[config.mk]
export PLATFORM = sky130hd
export DESIGN_NAME = occ_config_bank
export DESIGN_NICKNAME = d
export VERILOG_FILES = /design/src/shared/occ_pkg.sv /design/src/verilog/occ_config_bank.sv /design/src/verilog/occ_pair_divider.sv
export SDC_FILE = /design/constraint.sdc
export NUM_CORES = 1
export LEC_CHECK = 0
export BUFFER_PORTS_ARGS = -buffer_cell sky130_fd_sc_hd__buf_4
export CORE_UTILIZATION = 56
export DETAILED_ROUTE_END_ITERATION = 10
export PLACE_DENSITY = 0.91
export SYNTH_ARGS = -nofsm -noshare
export SYNTH_HDL_FRONTEND = slang
export SYNTH_SLANG_ARGS = --single-unit
[constraint.sdc]
create_clock -name mclk -period 3 [get_ports mclk]
set_input_delay 0.6 -clock mclk [delete_from_list [all_inputs] [get_ports mclk]]
set_output_delay 0.6 -clock mclk [all_outputs]
set_load 0.005 [all_outputs]
[src/shared/occ_pkg.sv]
// constants and types for the output channel 0-3 configuration bank
// What this block does
// RULE1: the host writes zero to every reserved bit of the divider and control registers.
// RULE2: channels 0 and 1 share one integer divider whose ratio is the 8-bit field plus one.
// RULE3: channels 2 and 3 share one integer divider whose ratio is the 8-bit field plus one.
// RULE4: channel 3 follows its enable code: 00 off, 01 clock, 10 static low, 11 static high.
// RULE5: channel 2 follows its enable code with the same four meanings.
// RULE6: channel 3 driver type is LVDS for 00 or 01, CML for 10 and PECL for 11.
// RULE7: channel 2 driver type is LVDS for 00 or 01, CML for 10 and PECL for 11.
// RULE8: the channel 2/3 supply bit means 1.8 V when clear and 2.5 or 3.3 V when set.
// RULE9: the channel 0/1 supply bit sits at bit 0, 1.8 V when clear, 2.5 or 3.3 V when set.
// RULE10: the host may power up on 2.5 or 3.3 V with a supply bit at zero and fix it later.
// RULE11: each field keeps its last written value and reads back as stored.
package occ_pkg;

    localparam int ADDR_W = 4;
    localparam int DATA_W = 16;
    localparam int DIV_W  = 8;

    // register offsets
    localparam logic [3:0] CH01_CTRL_OFS = 4'h5;
    localparam logic [3:0] CH01_DIV_OFS  = 4'h6;
    localparam logic [3:0] CH23_CTRL_OFS = 4'h7;
    localparam logic [3:0] CH23_DIV_OFS  = 4'h8;

    // control register field positions (shared by both control registers)
    localparam int SUPPLY_BIT  = 0;
    localparam int EN_LO_POS   = 1;
    localparam int TYPE_LO_POS = 3;
    localparam int EN_HI_POS   = 5;
    localparam int TYPE_HI_POS = 7;
    localparam int CTRL_USED_W = 9;

    // values after reset
    localparam logic [8:0] CTRL_RESET = 9'h000;
    localparam logic [7:0] DIV_RESET  = 8'h00;

    // enable codes
    localparam logic [1:0] EN_OFF    = 2'h0;
    localparam logic [1:0] EN_CLOCK  = 2'h1;
    localparam logic [1:0] EN_LOW    = 2'h2;
    localparam logic [1:0] EN_HIGH   = 2'h3;

    // driver type, one-hot
    typedef enum logic [2:0] {
        OCC_DRV_LVDS = 3'b001,
        OCC_DRV_CML  = 3'b010,
        OCC_DRV_PECL = 3'b100
    } occ_drv_type;

endpackage

[src/verilog/occ_config_bank.sv]
// configuration bank and output control for channels 0 to 3
module occ_config_bank
    import occ_pkg::*;
(
    // clock and reset
    input  wire logic                        mclk,
    input  wire logic                        rst_b,
    // decoded side of the serial configuration port
    input  wire logic [occ_pkg::ADDR_W-1:0]  cfg_addr,
    input  wire logic [occ_pkg::DATA_W-1:0]  cfg_wdata,
    input  wire logic                        cfg_write,
    input  wire logic                        cfg_read,
    output logic      [occ_pkg::DATA_W-1:0]  cfg_rdata,
    output logic                             cfg_rvalid,
    // channel outputs, index = channel number
    output logic      [3:0]                  chan_level,
    output logic      [3:0]                  chan_drive,
    output logic      [3:0]                  chan_lvds,
    output logic      [3:0]                  chan_cml,
    output logic      [3:0]                  chan_pecl,
    // pair supply selections
    output logic                             pair_a_supply_select,
    output logic                             pair_b_supply_select
);
    import occ_pkg::*;

    logic [CTRL_USED_W-1:0] ch01_ctrl_reg;
    logic [CTRL_USED_W-1:0] ch23_ctrl_reg;
    logic [DIV_W-1:0]       pair_a_integer_divider;
    logic [DIV_W-1:0]       pair_b_integer_divider;
    logic [1:0]             pair_div;
    logic [1:0]             en_code   [4];
    logic [1:0]             type_code [4];

    function automatic occ_drv_type drv_decode(input logic [1:0] code);
        unique case (code)
            2'h2:    drv_decode = OCC_DRV_CML;
            2'h3:    drv_decode = OCC_DRV_PECL;
            default: drv_decode = OCC_DRV_LVDS;
        endcase
    endfunction

    // reserved bits are dropped on write; the host must send them as zero
    always_ff @(posedge mclk) begin
        if (!rst_b) begin
            ch01_ctrl_reg <= CTRL_RESET;
            ch23_ctrl_reg <= CTRL_RESET;
        end else if (cfg_write) begin
            if (cfg_addr == CH01_CTRL_OFS) begin
                ch01_ctrl_reg <= cfg_wdata[CTRL_USED_W-1:0]; // see RULE1
            end
            if (cfg_addr == CH23_CTRL_OFS) begin
                ch23_ctrl_reg <= cfg_wdata[CTRL_USED_W-1:0]; // see RULE11
            end
        end
    end

    always_ff @(posedge mclk) begin
        if (!rst_b) begin
            pair_a_integer_divider <= DIV_RESET;
            pair_b_integer_divider <= DIV_RESET;
        end else if (cfg_write) begin
            if (cfg_addr == CH01_DIV_OFS) begin
                pair_a_integer_divider <= cfg_wdata[DIV_W-1:0]; // see RULE2
            end
            if (cfg_addr == CH23_DIV_OFS) begin
                pair_b_integer_divider <= cfg_wdata[DIV_W-1:0]; // see RULE3
            end
        end
    end

    // read data one cycle after the strobe; unmapped offsets read zero
    always_ff @(posedge mclk) begin
        if (!rst_b) begin
            cfg_rdata  <= '0;
            cfg_rvalid <= 1'b0;
        end else begin
            cfg_rvalid <= cfg_read;
            if (cfg_read) begin
                unique case (cfg_addr)
                    CH01_CTRL_OFS: cfg_rdata <= {7'h00, ch01_ctrl_reg};
                    CH01_DIV_OFS:  cfg_rdata <= {8'h00, pair_a_integer_divider};
                    CH23_CTRL_OFS: cfg_rdata <= {7'h00, ch23_ctrl_reg};
                    CH23_DIV_OFS:  cfg_rdata <= {8'h00, pair_b_integer_divider};
                    default:       cfg_rdata <= 16'h0000; // see RULE11
                endcase
            end
        end
    end

    occ_pair_divider u_pair_a (
        .mclk       (mclk),
        .rst_b      (rst_b),
        .ratio_code (pair_a_integer_divider),
        .div_level  (pair_div[0])
    );

    occ_pair_divider u_pair_b (
        .mclk       (mclk),
        .rst_b      (rst_b),
        .ratio_code (pair_b_integer_divider),
        .div_level  (pair_div[1])
    );

    // field slices per channel; channel 2 is the low half of its register
    assign en_code[0]   = ch01_ctrl_reg[EN_LO_POS+:2];
    assign en_code[1]   = ch01_ctrl_reg[EN_HI_POS+:2];
    assign en_code[2]   = ch23_ctrl_reg[EN_LO_POS+:2];   // see RULE5
    assign en_code[3]   = ch23_ctrl_reg[EN_HI_POS+:2];   // see RULE4
    assign type_code[0] = ch01_ctrl_reg[TYPE_LO_POS+:2];
    assign type_code[1] = ch01_ctrl_reg[TYPE_HI_POS+:2];
    assign type_code[2] = ch23_ctrl_reg[TYPE_LO_POS+:2]; // see RULE7
    assign type_code[3] = ch23_ctrl_reg[TYPE_HI_POS+:2]; // see RULE6

    genvar ch;
    generate
        for (ch = 0; ch < 4; ch++) begin : g_chan
            // enable code picks off, divided clock or a static level
            always_ff @(posedge mclk) begin
                if (!rst_b) begin
                    chan_level[ch] <= 1'b0;
                    chan_drive[ch] <= 1'b0;
                end else begin
                    unique case (en_code[ch])
                        EN_OFF: begin
                            chan_level[ch] <= 1'b0;
                            chan_drive[ch] <= 1'b0;
                        end
                        EN_CLOCK: begin
                            chan_level[ch] <= pair_div[ch/2]; // see RULE4
                            chan_drive[ch] <= 1'b1;
                        end
                        EN_LOW: begin
                            chan_level[ch] <= 1'b0;           // see RULE5
                            chan_drive[ch] <= 1'b1;
                        end
                        EN_HIGH: begin
                            chan_level[ch] <= 1'b1;
                            chan_drive[ch] <= 1'b1;
                        end
                    endcase
                end
            end

            always_ff @(posedge mclk) begin
                if (!rst_b) begin
                    chan_lvds[ch] <= 1'b1;
                    chan_cml[ch]  <= 1'b0;
                    chan_pecl[ch] <= 1'b0;
                end else begin
                    chan_lvds[ch] <= drv_decode(type_code[ch])
                                     == OCC_DRV_LVDS; // see RULE6
                    chan_cml[ch]  <= drv_decode(type_code[ch])
                                     == OCC_DRV_CML;  // see RULE7
                    chan_pecl[ch] <= drv_decode(type_code[ch])
                                     == OCC_DRV_PECL;
                end
            end
        end
    endgenerate

    // zero after reset is safe on any supply; software corrects it later
    always_ff @(posedge mclk) begin
        if (!rst_b) begin
            pair_a_supply_select <= 1'b0;
            pair_b_supply_select <= 1'b0;
        end else begin
            pair_a_supply_select <= ch01_ctrl_reg[SUPPLY_BIT]; // see RULE9
            pair_b_supply_select <= ch23_ctrl_reg[SUPPLY_BIT]; // see RULE8
        end
    end

endmodule // occ_config_bank

[src/verilog/occ_pair_divider.sv]
// integer divider shared by one channel pair
module occ_pair_divider
    import occ_pkg::*;
(
    // clock and reset
    input  wire logic                   mclk,
    input  wire logic                   rst_b,
    // ratio code, ratio = code + 1
    input  wire logic [occ_pkg::DIV_W-1:0] ratio_code,
    // divided level
    output logic                        div_level
);
    import occ_pkg::*;

    logic [DIV_W-1:0] count_reg;
    logic [DIV_W:0]   half;

    // high phase takes the larger half for odd ratios
    assign half = ({1'b0, ratio_code} + 9'h002) >> 1;

    // a code lowered mid-period wraps at once instead of running to 255
    always_ff @(posedge mclk) begin
        if (!rst_b) begin
            count_reg <= '0;
        end else if (count_reg >= ratio_code) begin // see RULE2
            count_reg <= '0;
        end else begin
            count_reg <= count_reg + 8'h01;
        end
    end

    // ratio 1 cannot toggle on a flop, so it shows as a steady high
    always_ff @(posedge mclk) begin
        if (!rst_b) begin
            div_level <= 1'b0;
        end else begin
            div_level <= ({1'b0, count_reg} < half); // see RULE3
        end
    end

endmodule // occ_pair_divider

==> summary.txt, run 1 <==
Status
  • Result of the run: finished clean

Routing
  • Antenna Nets Post-Route: 0
  • Vias post-DR: 3505
  • WL/cell: 17.0 um
  • DRT Pass-1 Iters: 8
  • Final wirelength: 9.69 mm
  • Remaining routing DRC violations: 0
  • Vias/cell: 6.15
  • Violation count after the first detailed-route iteration: 380

Worst hold path
  • Class of the tightest hold or removal check: reg -> reg
  • Hold Path Depth: 1

Setup path
  • Maximum net fanout on the critical path: 5
  • Classification of the worst setup path: reg -> reg
  • Slowest cell delay on critical path: 430 ps
  • CP top delay family: simple AND/OR/NAND/NOR gates
  • Cell breakdown of the critical path: inv_1 -> nor3_1 -> nand3_1 -> xnor2_1 -> ha_1 -> or4_1 -> o2111ai_1 -> a21oi_1 -> a2111oi_1
  • Logic depth of the worst register-to-register path: 9
  • Crit. End Element: register
  • Worst path required time: 3240 ps
  • Combined buffer and inverter count along the critical path: 1
  • Startpoint types: register
  • Crit-path slowest cell: dfxtp_1
  • Total stage count of the critical path: 9
  • Signal arrival time at the worst endpoint: 2740 ps

Cells and area
  • Share of the core filled with cells in the final layout: 0.669
  • Count of nets after finishing: 543
  • Area overhead of the layout relative to synthesis: 15.4%
  • Ant diodes: 0
  • Share of post-route cells with drive strength above 1: 0.149

Power and ir drop
  • Lkg Pwr: 0.00186 uW
  • PD cells: 476 nW/um^2
  • Worst VDD drop: 0.215 mV
  • Post-layout total power: 2150 uW

Synth
  • Cells after Synth: 439
  • Combined area of all synthesized cells: 3920 sq um
  • Library cells used by synthesis: 42
  • Main area contributors after synthesis: dfxtp_1 (43%), ha_1 (11%), nand3_1 (6.5%), nand2_1 (5.5%), a21oi_1 (4.7%)
  • Most frequent cell after synthesis: dfxtp_1
  • Area fraction of the dominant cell type after synthesis: 0.429
  • Cell type with the largest total area after synthesis: dfxtp_1
  • Synthesis Warnings: 0
  • Most numerous cell types in the synthesized netlist: dfxtp_1 (84), nand2_1 (57), nand3_1 (51)
  • Number of register bits inferred by synthesis: 84
  • Ys flop type: dfxtp_1
  • Count of flip-flops with a built-in enable after synthesis: 0
  • Syn_area_per_cell: 8.92 sq um
  • Part of the Yosys area used for sequential elements: 0.429
  • Share of synthesized flip-flops with an asynchronous set or reset: 0

Placed design
  • Dpl hpwl: 6.75 mm
  • # port buffers: 48
  • Final weighted congestion in routability-driven placement: 0.884
  • Post-Place Setup Slack: 642 ps

Clock network
  • Count of buffers added by post-CTS timing repair for setup: 0
  • H-tree depth: 3
  • TritonCTS clock tree: built
  • CTS buffer count: 9
  • # hold bufs at CTS: 0
  • Maximum buffer depth of the clock tree: 2
  • Post-cts repair resize count: 0
  • Clock latency reported for the late side of the worst-skew pair: 350 ps
  • Clock transition at the registers of the reported paths: 80 ps
  • CTS root buffer: clkbuf_8
  • Sink Count: 84

STA
  • Count of pins over their slew limit: 0
  • Min Tclk post-route: 2500 ps
  • Post-route worst setup slack: 496 ps
  • Worst slew margin relative to its limit: 0.376
  • Worst-margin pin slew: 929 ps
  • Final hold viol count: 0
  • Setup repair after global routing missed its margin: no
  • Worst clock skew: 8.24 ps
  • Total of endpoints with negative setup slack in the final report: 0
  • Maximum clock frequency: 399 MHz
  • Crit share post-route: 0.835
  • Final-layout setup total negative slack: 0 ps

Floorplanning
  • Initial Utilization: 0.580
  • Number of ports placed on the die boundary: 63
  • Floorplan die area: 7330 sq um
  • Die span in y: 85.6 um
  • Die Wd: 85.6 um
  • Core ar.: 6760 sq um
  • Num rows: 30

Job
  • Maximum capacitance violations: 0

GRT
  • Sum of overflow across all layers after global routing: 0
  • Met1 demand-to-capacity share in global routing: 0.321
  • Total global-route track usage: 0.272
  • Met3 track demand over resource: 0.0664
  • Largest net degree at the start of global routing: 39
  • Number of global-route vias before repair: 3310
  • M2 GR Usage: 0.463
  • Most Crowded Layer GR: met2
  • Wire length of the first global-routing pass: 15.6 mm
  • Initial antenna violation count: 0
layout by cell type (no fill, tap or decap), types with 4 or more instances in the layout:
cell and n:
nand3_1 51, ha_1 34, buf_4 52, o2111ai_1 4, nand2_1 57, a21oi_1 37
inv_1 20, conb_1 7, o211a_1 4, xor2_1 10, a222oi_1 8, o21ai_0 4
a22o_1 8, and2_1 4, nor3_1 6, clkbuf_8 10, nor2_1 29, xnor2_1 12
o21a_1 8, dfxtp_1 84, and3_1 9
layer usage:
metal  part of all wire  vias up
li1                   -     1633
met1               0.40     1639
met2               0.49      194
met3              0.075       39
met4              0.038        0
met5                  0        -
through the flow:
step	cells	hold WS [ps]	cell area, sq um
4_1_cts	570	444	4520
2_1_floorplan	445	396	3940
6_report	570	450	4520
5_1_grt	570	468	4520
3_3_place_gp	554	415	4290
3_5_place_dp	554	425	4290
cells by family after synthesis:
logic type,Yosys count,synth area share
and+or+nand+nor,172,0.211
DFF,84,0.429
AOI/OAI and AO/OA,81,0.142
buffers and inverters,44,0.0562
adders and majority gates,34,0.109
xor gates and xnor gates,22,0.0492
other,1,0.000958
muxes,1,0.00288
final timing paths:
path                            slack (ps)                              startpoint                       endpoint
worst max-delay path                   500  pair_a_integer_divider[1]$_SDFFE_PN0P_  u_pair_a.div_level$_SDFF_PN0_
worst min-delay path                   450           ch01_ctrl_reg[8]$_SDFFE_PN0P_        chan_lvds[1]$_SDFF_PN1_
worst max register to register         500  pair_a_integer_divider[1]$_SDFFE_PN0P_  u_pair_a.div_level$_SDFF_PN0_
worst min register to register         450           ch01_ctrl_reg[8]$_SDFFE_PN0P_        chan_lvds[1]$_SDFF_PN1_
final cells by class:
type / instances / area, sq um
Sequential cell: 84 / 1680
Tap cell: 80 / 100
Clock inverter: 5 / 85.1
Fill cell: 506 / 2240
Multi-Input combinational cell: 317 / 2040
Clock buffer: 11 / 141
Timing Repair Buffer: 52 / 390
Inverter: 21 / 78.8
power breakdown:
group          switching [uW]  total, uW  internal [uW]
logic                    72.2        114           42.2
clock network             406        901            495
registers                12.7       1140           1130
total                     491       2150           1660
Note: power is estimated with default switching activity, not from simulation.
==> run 2: changes to the inputs <==
--- a/config.mk
+++ b/config.mk
@@ -6,9 +6,9 @@
 export NUM_CORES = 1
 export LEC_CHECK = 0
 export BUFFER_PORTS_ARGS = -buffer_cell sky130_fd_sc_hd__buf_4
-export CORE_UTILIZATION = 56
+export CORE_UTILIZATION = 51
 export DETAILED_ROUTE_END_ITERATION = 10
-export PLACE_DENSITY = 0.91
+export PLACE_DENSITY = 0.88
 export SYNTH_ARGS = -nofsm -noshare
 export SYNTH_HDL_FRONTEND = slang
 export SYNTH_SLANG_ARGS = --single-unit
==> constraint.sdc (replaced) <==
create_clock -name mclk -period 2.3 [get_ports mclk]
set_input_delay 0.46 -clock mclk [delete_from_list [all_inputs] [get_ports mclk]]
set_output_delay 0.46 -clock mclk [all_outputs]
set_load 0.005 [all_outputs]
==> run 2 against run 1 <==
Against the previous run: critical path depth did not move; final area rose by 3.0%; power rose by 27%; critical path type unchanged; first-iteration DRC count rose by 21%; largest cell class unchanged; highest routed layer unchanged; clock skew rose by 1.6 ps; combinational power rose by 39%; critical endpoint unchanged; clock power rose by 22%; largest power group unchanged; die area rose by 9.6%; setup slack got worse by 420 ps; fmax rose by 13%.
==> summary.txt, run 2 (same netlist as run 1, synthesis figures left out) <==
Placed design
  • Dpl hpwl: 6.86 mm
  • Final weighted congestion in routability-driven placement: 0.898
  • # port buffers: 48
  • Standard cell area after detailed placement: 4370 sq um

Clock network
  • TritonCTS clock tree: built
  • H-tree depth: 3
  • Clock transition at the registers of the reported paths: 90 ps
  • Maximum buffer depth of the clock tree: 2
  • # hold bufs at CTS: 0
  • Clock latency reported for the late side of the worst-skew pair: 370 ps
  • CTS root buffer: clkbuf_8
  • CTS buffer count: 9
  • Sink Count: 84

Floorplanning
  • Core ar.: 7330 sq um
  • Floorplan die area: 8030 sq um
  • Number of ports placed on the die boundary: 63
  • Die span in y: 89.6 um
  • Num rows: 31
  • Initial Utilization: 0.534
  • Die Wd: 89.6 um

GRT
  • Total global-route track usage: 0.252
  • Initial antenna violation count: 0
  • Sum of overflow across all layers after global routing: 0
  • Number of global-route vias before repair: 3246
  • Wire length of the first global-routing pass: 15.3 mm
  • Largest net degree at the start of global routing: 45

Routing
  • Vias post-DR: 3535
  • WL/cell: 16.5 um
  • Remaining routing DRC violations: 0
  • Violation count after the first detailed-route iteration: 458
  • Max layer used: met4
  • DR WL met2: 4.76 mm
  • Length of routed met3 wiring: 829 um
  • DRT Pass-1 Iters: 7
  • Final wirelength: 9.84 mm
  • Wire length on met1: 3.93 mm
  • Vias/cell: 5.91
  • Antenna Nets Post-Route: 0

Setup path
  • Signal arrival time at the worst endpoint: 2490 ps
  • Launching point of the worst reg2reg path: pair_a_integer_divider[2]$_SDFFE_PN0P_
  • Classification of the worst setup path: reg -> reg
  • Crit path from: pair_a_integer_divider[2]$_SDFFE_PN0P_
  • Worst path required time: 2570 ps
  • Logic depth of the worst register-to-register path: 9
  • Crit. End Element: register
  • Worst setup path end: u_pair_a.div_level$_SDFF_PN0_
  • Maximum net fanout on the critical path: 4
  • Endpoint of the most critical register-to-register path: u_pair_a.div_level$_SDFF_PN0_
  • Register-to-register setup slack: 80 ps
  • Startpoint types: register

Power and ir drop
  • Part of the total power dissipated in combinational logic: 0.058
  • Worst VDD drop: 0.351 mV
  • PD cells: 588 nW/um^2
  • Net switching power of the design: 695 uW
  • Flop pwr share: 0.542
  • Clock share of power: 0.401
  • Power Internal: 2040 uW
  • Share of total power consumed by net switching: 0.254
  • Lkg Pwr: 0.00190 uW

Status
  • Result of the run: finished clean

STA
  • Total of endpoints with negative setup slack in the final report: 0
  • Worst-margin pin slew: 516 ps
  • Count of pins over their slew limit: 0
  • Worst slew margin relative to its limit: 0.655
  • Min Tclk post-route: 2220 ps
  • Maximum clock frequency: 450 MHz
  • Crit share post-route: 0.966
  • Worst clock skew: 9.84 ps
  • Final hold viol count: 0
  • Final-layout setup total negative slack: 0 ps

Cells and area
  • Filler cells: 569
  • Commonest non-fill, non-tap cells in the layout: dfxtp_1 (79), buf_4 (61), nand2_1 (57)
  • Area overhead of the layout relative to synthesis: 18.9%
  • Count of nets after finishing: 552
  • Share of post-route cells with drive strength above 1: 0.196
  • Share of the core filled with cells in the final layout: 0.635
  • Most common library cell in the layout ignoring fill and taps: dfxtp_1
  • Final Instance Area: 4660 sq um
  • Ant diodes: 0

Worst hold path
  • Class of the tightest hold or removal check: in -> reg

Job
  • Maximum capacitance violations: 0
run 2: how the worst min path moves through the flow:
stage | to | startpoint | cells past startpoint | slack, ps
final | cfg_rvalid$_SDFF_PN0_ | cfg_read | 2 | 360
after global routing | pair_a_integer_divider[7]$_SDFFE_PN0P_ | cfg_wdata[7] | 3 | 370
after CTS | cfg_rvalid$_SDFF_PN0_ | cfg_read | 2 | 360
after detailed placement | chan_lvds[1]$_SDFF_PN1_ | ch01_ctrl_reg[8]$_SDFFE_PN0P_ | 1 | 420
after global placement | chan_lvds[1]$_SDFF_PN1_ | ch01_ctrl_reg[8]$_SDFFE_PN0P_ | 1 | 410
after floorplan | chan_lvds[3]$_SDFF_PN1_ | ch23_ctrl_reg[8]$_SDFFE_PN0P_ | 1 | 400
run 2: per-layer routing:
metal	vias up	track usage
li1	1653	-
met1	1628	0.309
met2	217	0.419
met3	37	0.0457
met4	0	0.141
met5	-	0
run 2: stage by stage:
step | hold slack [ps] | cells | setup WS [ps] | power (uW)
after global routing | 373 | 598 | -57.5 | 2830
after detailed placement | 417 | 580 | -56.7 | 1670
after global placement | 411 | 580 | 80.4 | 1660
after floorplan | 396 | 445 | 142 | 1610
final | 359 | 598 | 79.1 | 2740
after CTS | 360 | 596 | 27.0 | 2730
run 2: power by group through the flow:
stage | sequential, uW | clock (uW) | combinational (uW)
after floorplan | 1510 | 0 | 91.3
after global placement | 1520 | 0 | 143
after detailed placement | 1520 | 0 | 148
after CTS | 1480 | 1100 | 151
after global routing | 1480 | 1170 | 171
final | 1480 | 1100 | 158
run 2: layout make-up:
type | instances | area (sq um) | area share
multi-input cells | 317 | 2100 | 0.451
well taps | 99 | 124 | 0.0266
clock buffers | 9 | 124 | 0.0266
inverters | 21 | 78.8 | 0.0169
flip-flops and latches | 84 | 1690 | 0.363
repair buffers | 61 | 458 | 0.0983
clock inverters | 7 | 81.3 | 0.0175
run 2: critical path, stage by stage, from the launching register on:
cell,delay [ps]
dfxtp_4,390
inv_2,50
nor3_2,150
buf_4,150
xnor2_1,120
ha_1,250
or4_4,520
o2111ai_2,90
a21oi_2,60
a2111oi_2,340
run 2: repair_timing:
item / 4_1_cts / 5_1_grt
pin swaps: 0 / 6
buffers inserted: 0 / 2
resized for setup: 2 / 17
setup endpoints to repair: 1 / 2
==> run 3: changes to the inputs <==
--- a/config.mk
+++ b/config.mk
@@ -6,9 +6,9 @@
 export NUM_CORES = 1
 export LEC_CHECK = 0
 export BUFFER_PORTS_ARGS = -buffer_cell sky130_fd_sc_hd__buf_4
-export CORE_UTILIZATION = 51
+export CORE_UTILIZATION = 45
 export DETAILED_ROUTE_END_ITERATION = 10
-export PLACE_DENSITY = 0.88
+export PLACE_DENSITY = 0.8
 export SYNTH_ARGS = -nofsm -noshare
 export SYNTH_HDL_FRONTEND = slang
 export SYNTH_SLANG_ARGS = --single-unit
==> run 3 against run 2 <==
Against the previous run: fmax increased by 2.6%; routed wire length decreased by 8.6%; combinational power decreased by 3%; register-to-register slack improved by 60 ps; largest cell class unchanged; largest power group unchanged.
==> summary.txt, run 3 (same netlist as run 1, synthesis figures left out) <==
Floorplanning
  • Core ar.: 8300 sq um
  • Number of ports placed on the die boundary: 63
  • Die Wd: 95.3 um
  • Floorplan die area: 9080 sq um
  • Num rows: 33
  • Initial Utilization: 0.472
  • Die span in y: 95.3 um

STA
  • Worst slew margin relative to its limit: 0.526
  • Count of pins over their slew limit: 0
  • Final hold viol count: 0
  • Total of endpoints with negative setup slack in the final report: 0
  • Min Tclk post-route: 2160 ps
  • Worst clock skew: 6.64 ps
  • Worst-margin pin slew: 709 ps
  • Crit share post-route: 0.941
  • Maximum clock frequency: 462 MHz

Cells and area
  • Count of nets after finishing: 554
  • Final Instance Area: 4640 sq um
  • Share of the core filled with cells in the final layout: 0.559
  • Most common library cell in the layout ignoring fill and taps: dfxtp_1
  • Share of post-route cells with drive strength above 1: 0.184
  • Commonest non-fill, non-tap cells in the layout: dfxtp_1 (80), buf_4 (63), nand2_1 (57)
  • Area overhead of the layout relative to synthesis: 18.4%
  • Ant diodes: 0

Worst hold path
  • Terminating pin of the worst hold path: cfg_rvalid$_SDFF_PN0_
  • Hold Path Origin: cfg_read
  • Hold Path Depth: 2
  • Class of the tightest hold or removal check: in -> reg

Clock network
  • # hold bufs at CTS: 0
  • CTS root buffer: clkbuf_8
  • Sink Count: 84
  • CTS buffer count: 9
  • TritonCTS clock tree: built
  • Maximum buffer depth of the clock tree: 2
  • Clock latency reported for the late side of the worst-skew pair: 360 ps
  • Clock transition at the registers of the reported paths: 90 ps
  • H-tree depth: 3

Setup path
  • Register-to-register setup slack: 140 ps
  • Worst path required time: 2550 ps
  • Signal arrival time at the worst endpoint: 2420 ps
  • CP most frequent cell: ha_1
  • Slowest cell delay on critical path: 540 ps
  • Endpoint of the most critical register-to-register path: u_pair_b.div_level$_SDFF_PN0_
  • Logic depth of the worst register-to-register path: 8
  • Startpoint types: register
  • Cell breakdown of the critical path: ha_1 -> nand3_1 -> xnor2_1 -> ha_1 -> or4_1 -> o2111ai_1 -> a21oi_1 -> a2111oi_2
  • Launching point of the worst reg2reg path: pair_b_integer_divider[2]$_SDFFE_PN0P_
  • Combined buffer and inverter count along the critical path: 0
  • Crit-path slowest cell: or4_1
  • Crit. End Element: register
  • Maximum net fanout on the critical path: 3
  • Classification of the worst setup path: reg -> reg
  • CP top delay family: simple AND/OR/NAND/NOR gates

GRT
  • Sum of overflow across all layers after global routing: 0
  • Largest net degree at the start of global routing: 39
  • Total global-route track usage: 0.211
  • Wire length of the first global-routing pass: 14.7 mm
  • Initial antenna violation count: 0
  • Number of global-route vias before repair: 3224

Power and ir drop
  • Worst VDD drop: 0.269 mV
  • PD cells: 589 nW/um^2
  • Lkg Pwr: 0.00191 uW

Routing
  • DRT Pass-1 Iters: 5
  • Antenna Nets Post-Route: 0
  • Violation count after the first detailed-route iteration: 296
  • WL/cell: 14.8 um
  • Vias/cell: 5.59
  • Remaining routing DRC violations: 0
  • Final wirelength: 8.99 mm
  • Vias post-DR: 3388

Placed design
  • Standard cell area after detailed placement: 4390 sq um
  • # port buffers: 48
  • Dpl hpwl: 6.75 mm
  • Final weighted congestion in routability-driven placement: 0.857

Job
  • Maximum capacitance violations: 0

Status
  • Result of the run: finished clean
==> run 3: cell types whose count changed in the layout (fill, tap and decap cells not counted), sizes merged <==
cell / change
clkinvlp: -1
clkbuf: +1
buf: +2
clkinv: +1
inv: -1
==> run 3: power by group <==
part / switching [uW] / total, uW / internal [uW]
Clock: 553 / 1090 / 540
Sequential: 14.5 / 1480 / 1470
Combinational: 95.1 / 154 / 58.9
Total: 662 / 2730 / 2070
==> run 3: worst max path at each step <==
stage / startpoint / to / slack [ps] / depth (start not counted)
after floorplan: pair_a_integer_divider[1]$_SDFFE_PN0P_ / u_pair_a.div_level$_SDFF_PN0_ / 140 / 8
after CTS: pair_a_integer_divider[1]$_SDFFE_PN0P_ / u_pair_a.div_level$_SDFF_PN0_ / 30 / 9
final: pair_b_integer_divider[2]$_SDFFE_PN0P_ / u_pair_b.div_level$_SDFF_PN0_ / 140 / 8
after global placement: pair_a_integer_divider[1]$_SDFFE_PN0P_ / u_pair_a.div_level$_SDFF_PN0_ / 80 / 9
after global routing: pair_b_integer_divider[1]$_SDFFE_PN0P_ / u_pair_b.div_level$_SDFF_PN0_ / -20 / 8
after detailed placement: pair_a_integer_divider[1]$_SDFFE_PN0P_ / u_pair_a.div_level$_SDFF_PN0_ / 50 / 9
==> run 3: repair_timing <==
item                       CTS  global route
setup endpoints to repair    0             2
gates resized for setup      0             7
buffers inserted             0             2
==> run 3: final cells by class <==
class	count	area, sq um
Timing Repair Buffer	63	473
Multi-Input combinational cell	317	2060
Inverter	21	78.8
Tap cell	105	131
Fill cell	718	3660
Clock buffer	10	138
Sequential cell	84	1690
Clock inverter	6	71.3
==> run 3: routing by layer <==
layer  part of all wire  GRT usage  wire length (um)
met1               0.43      0.257              3890
met2               0.47      0.362              4240
met3              0.080     0.0423               717
met4              0.017     0.0821               149
met5                  0          0                 0
==> run 3: worst reg2reg max path: stages, from the launching register on <==
cell       delay [ps]
dfxtp_1           360
ha_1              210
nand3_1           100
xnor2_1           140
ha_1              220
or4_1             540
o2111ai_1         130
a21oi_1            80
a2111oi_2         280
==> run 3: per-stage QoR <==
step | power [uW] | worst slack (ps) | TNS [ps] | hold slack, ps | instances
after floorplan | 1610 | 142 | 0 | 396 | 445
after global placement | 1660 | 83.6 | 0 | 413 | 588
after detailed placement | 1670 | 50.2 | 0 | 424 | 588
after CTS | 2740 | 26.4 | 0 | 364 | 604
after global routing | 2820 | -15.9 | -27.3 | 371 | 606
final | 2730 | 135 | 0 | 365 | 606
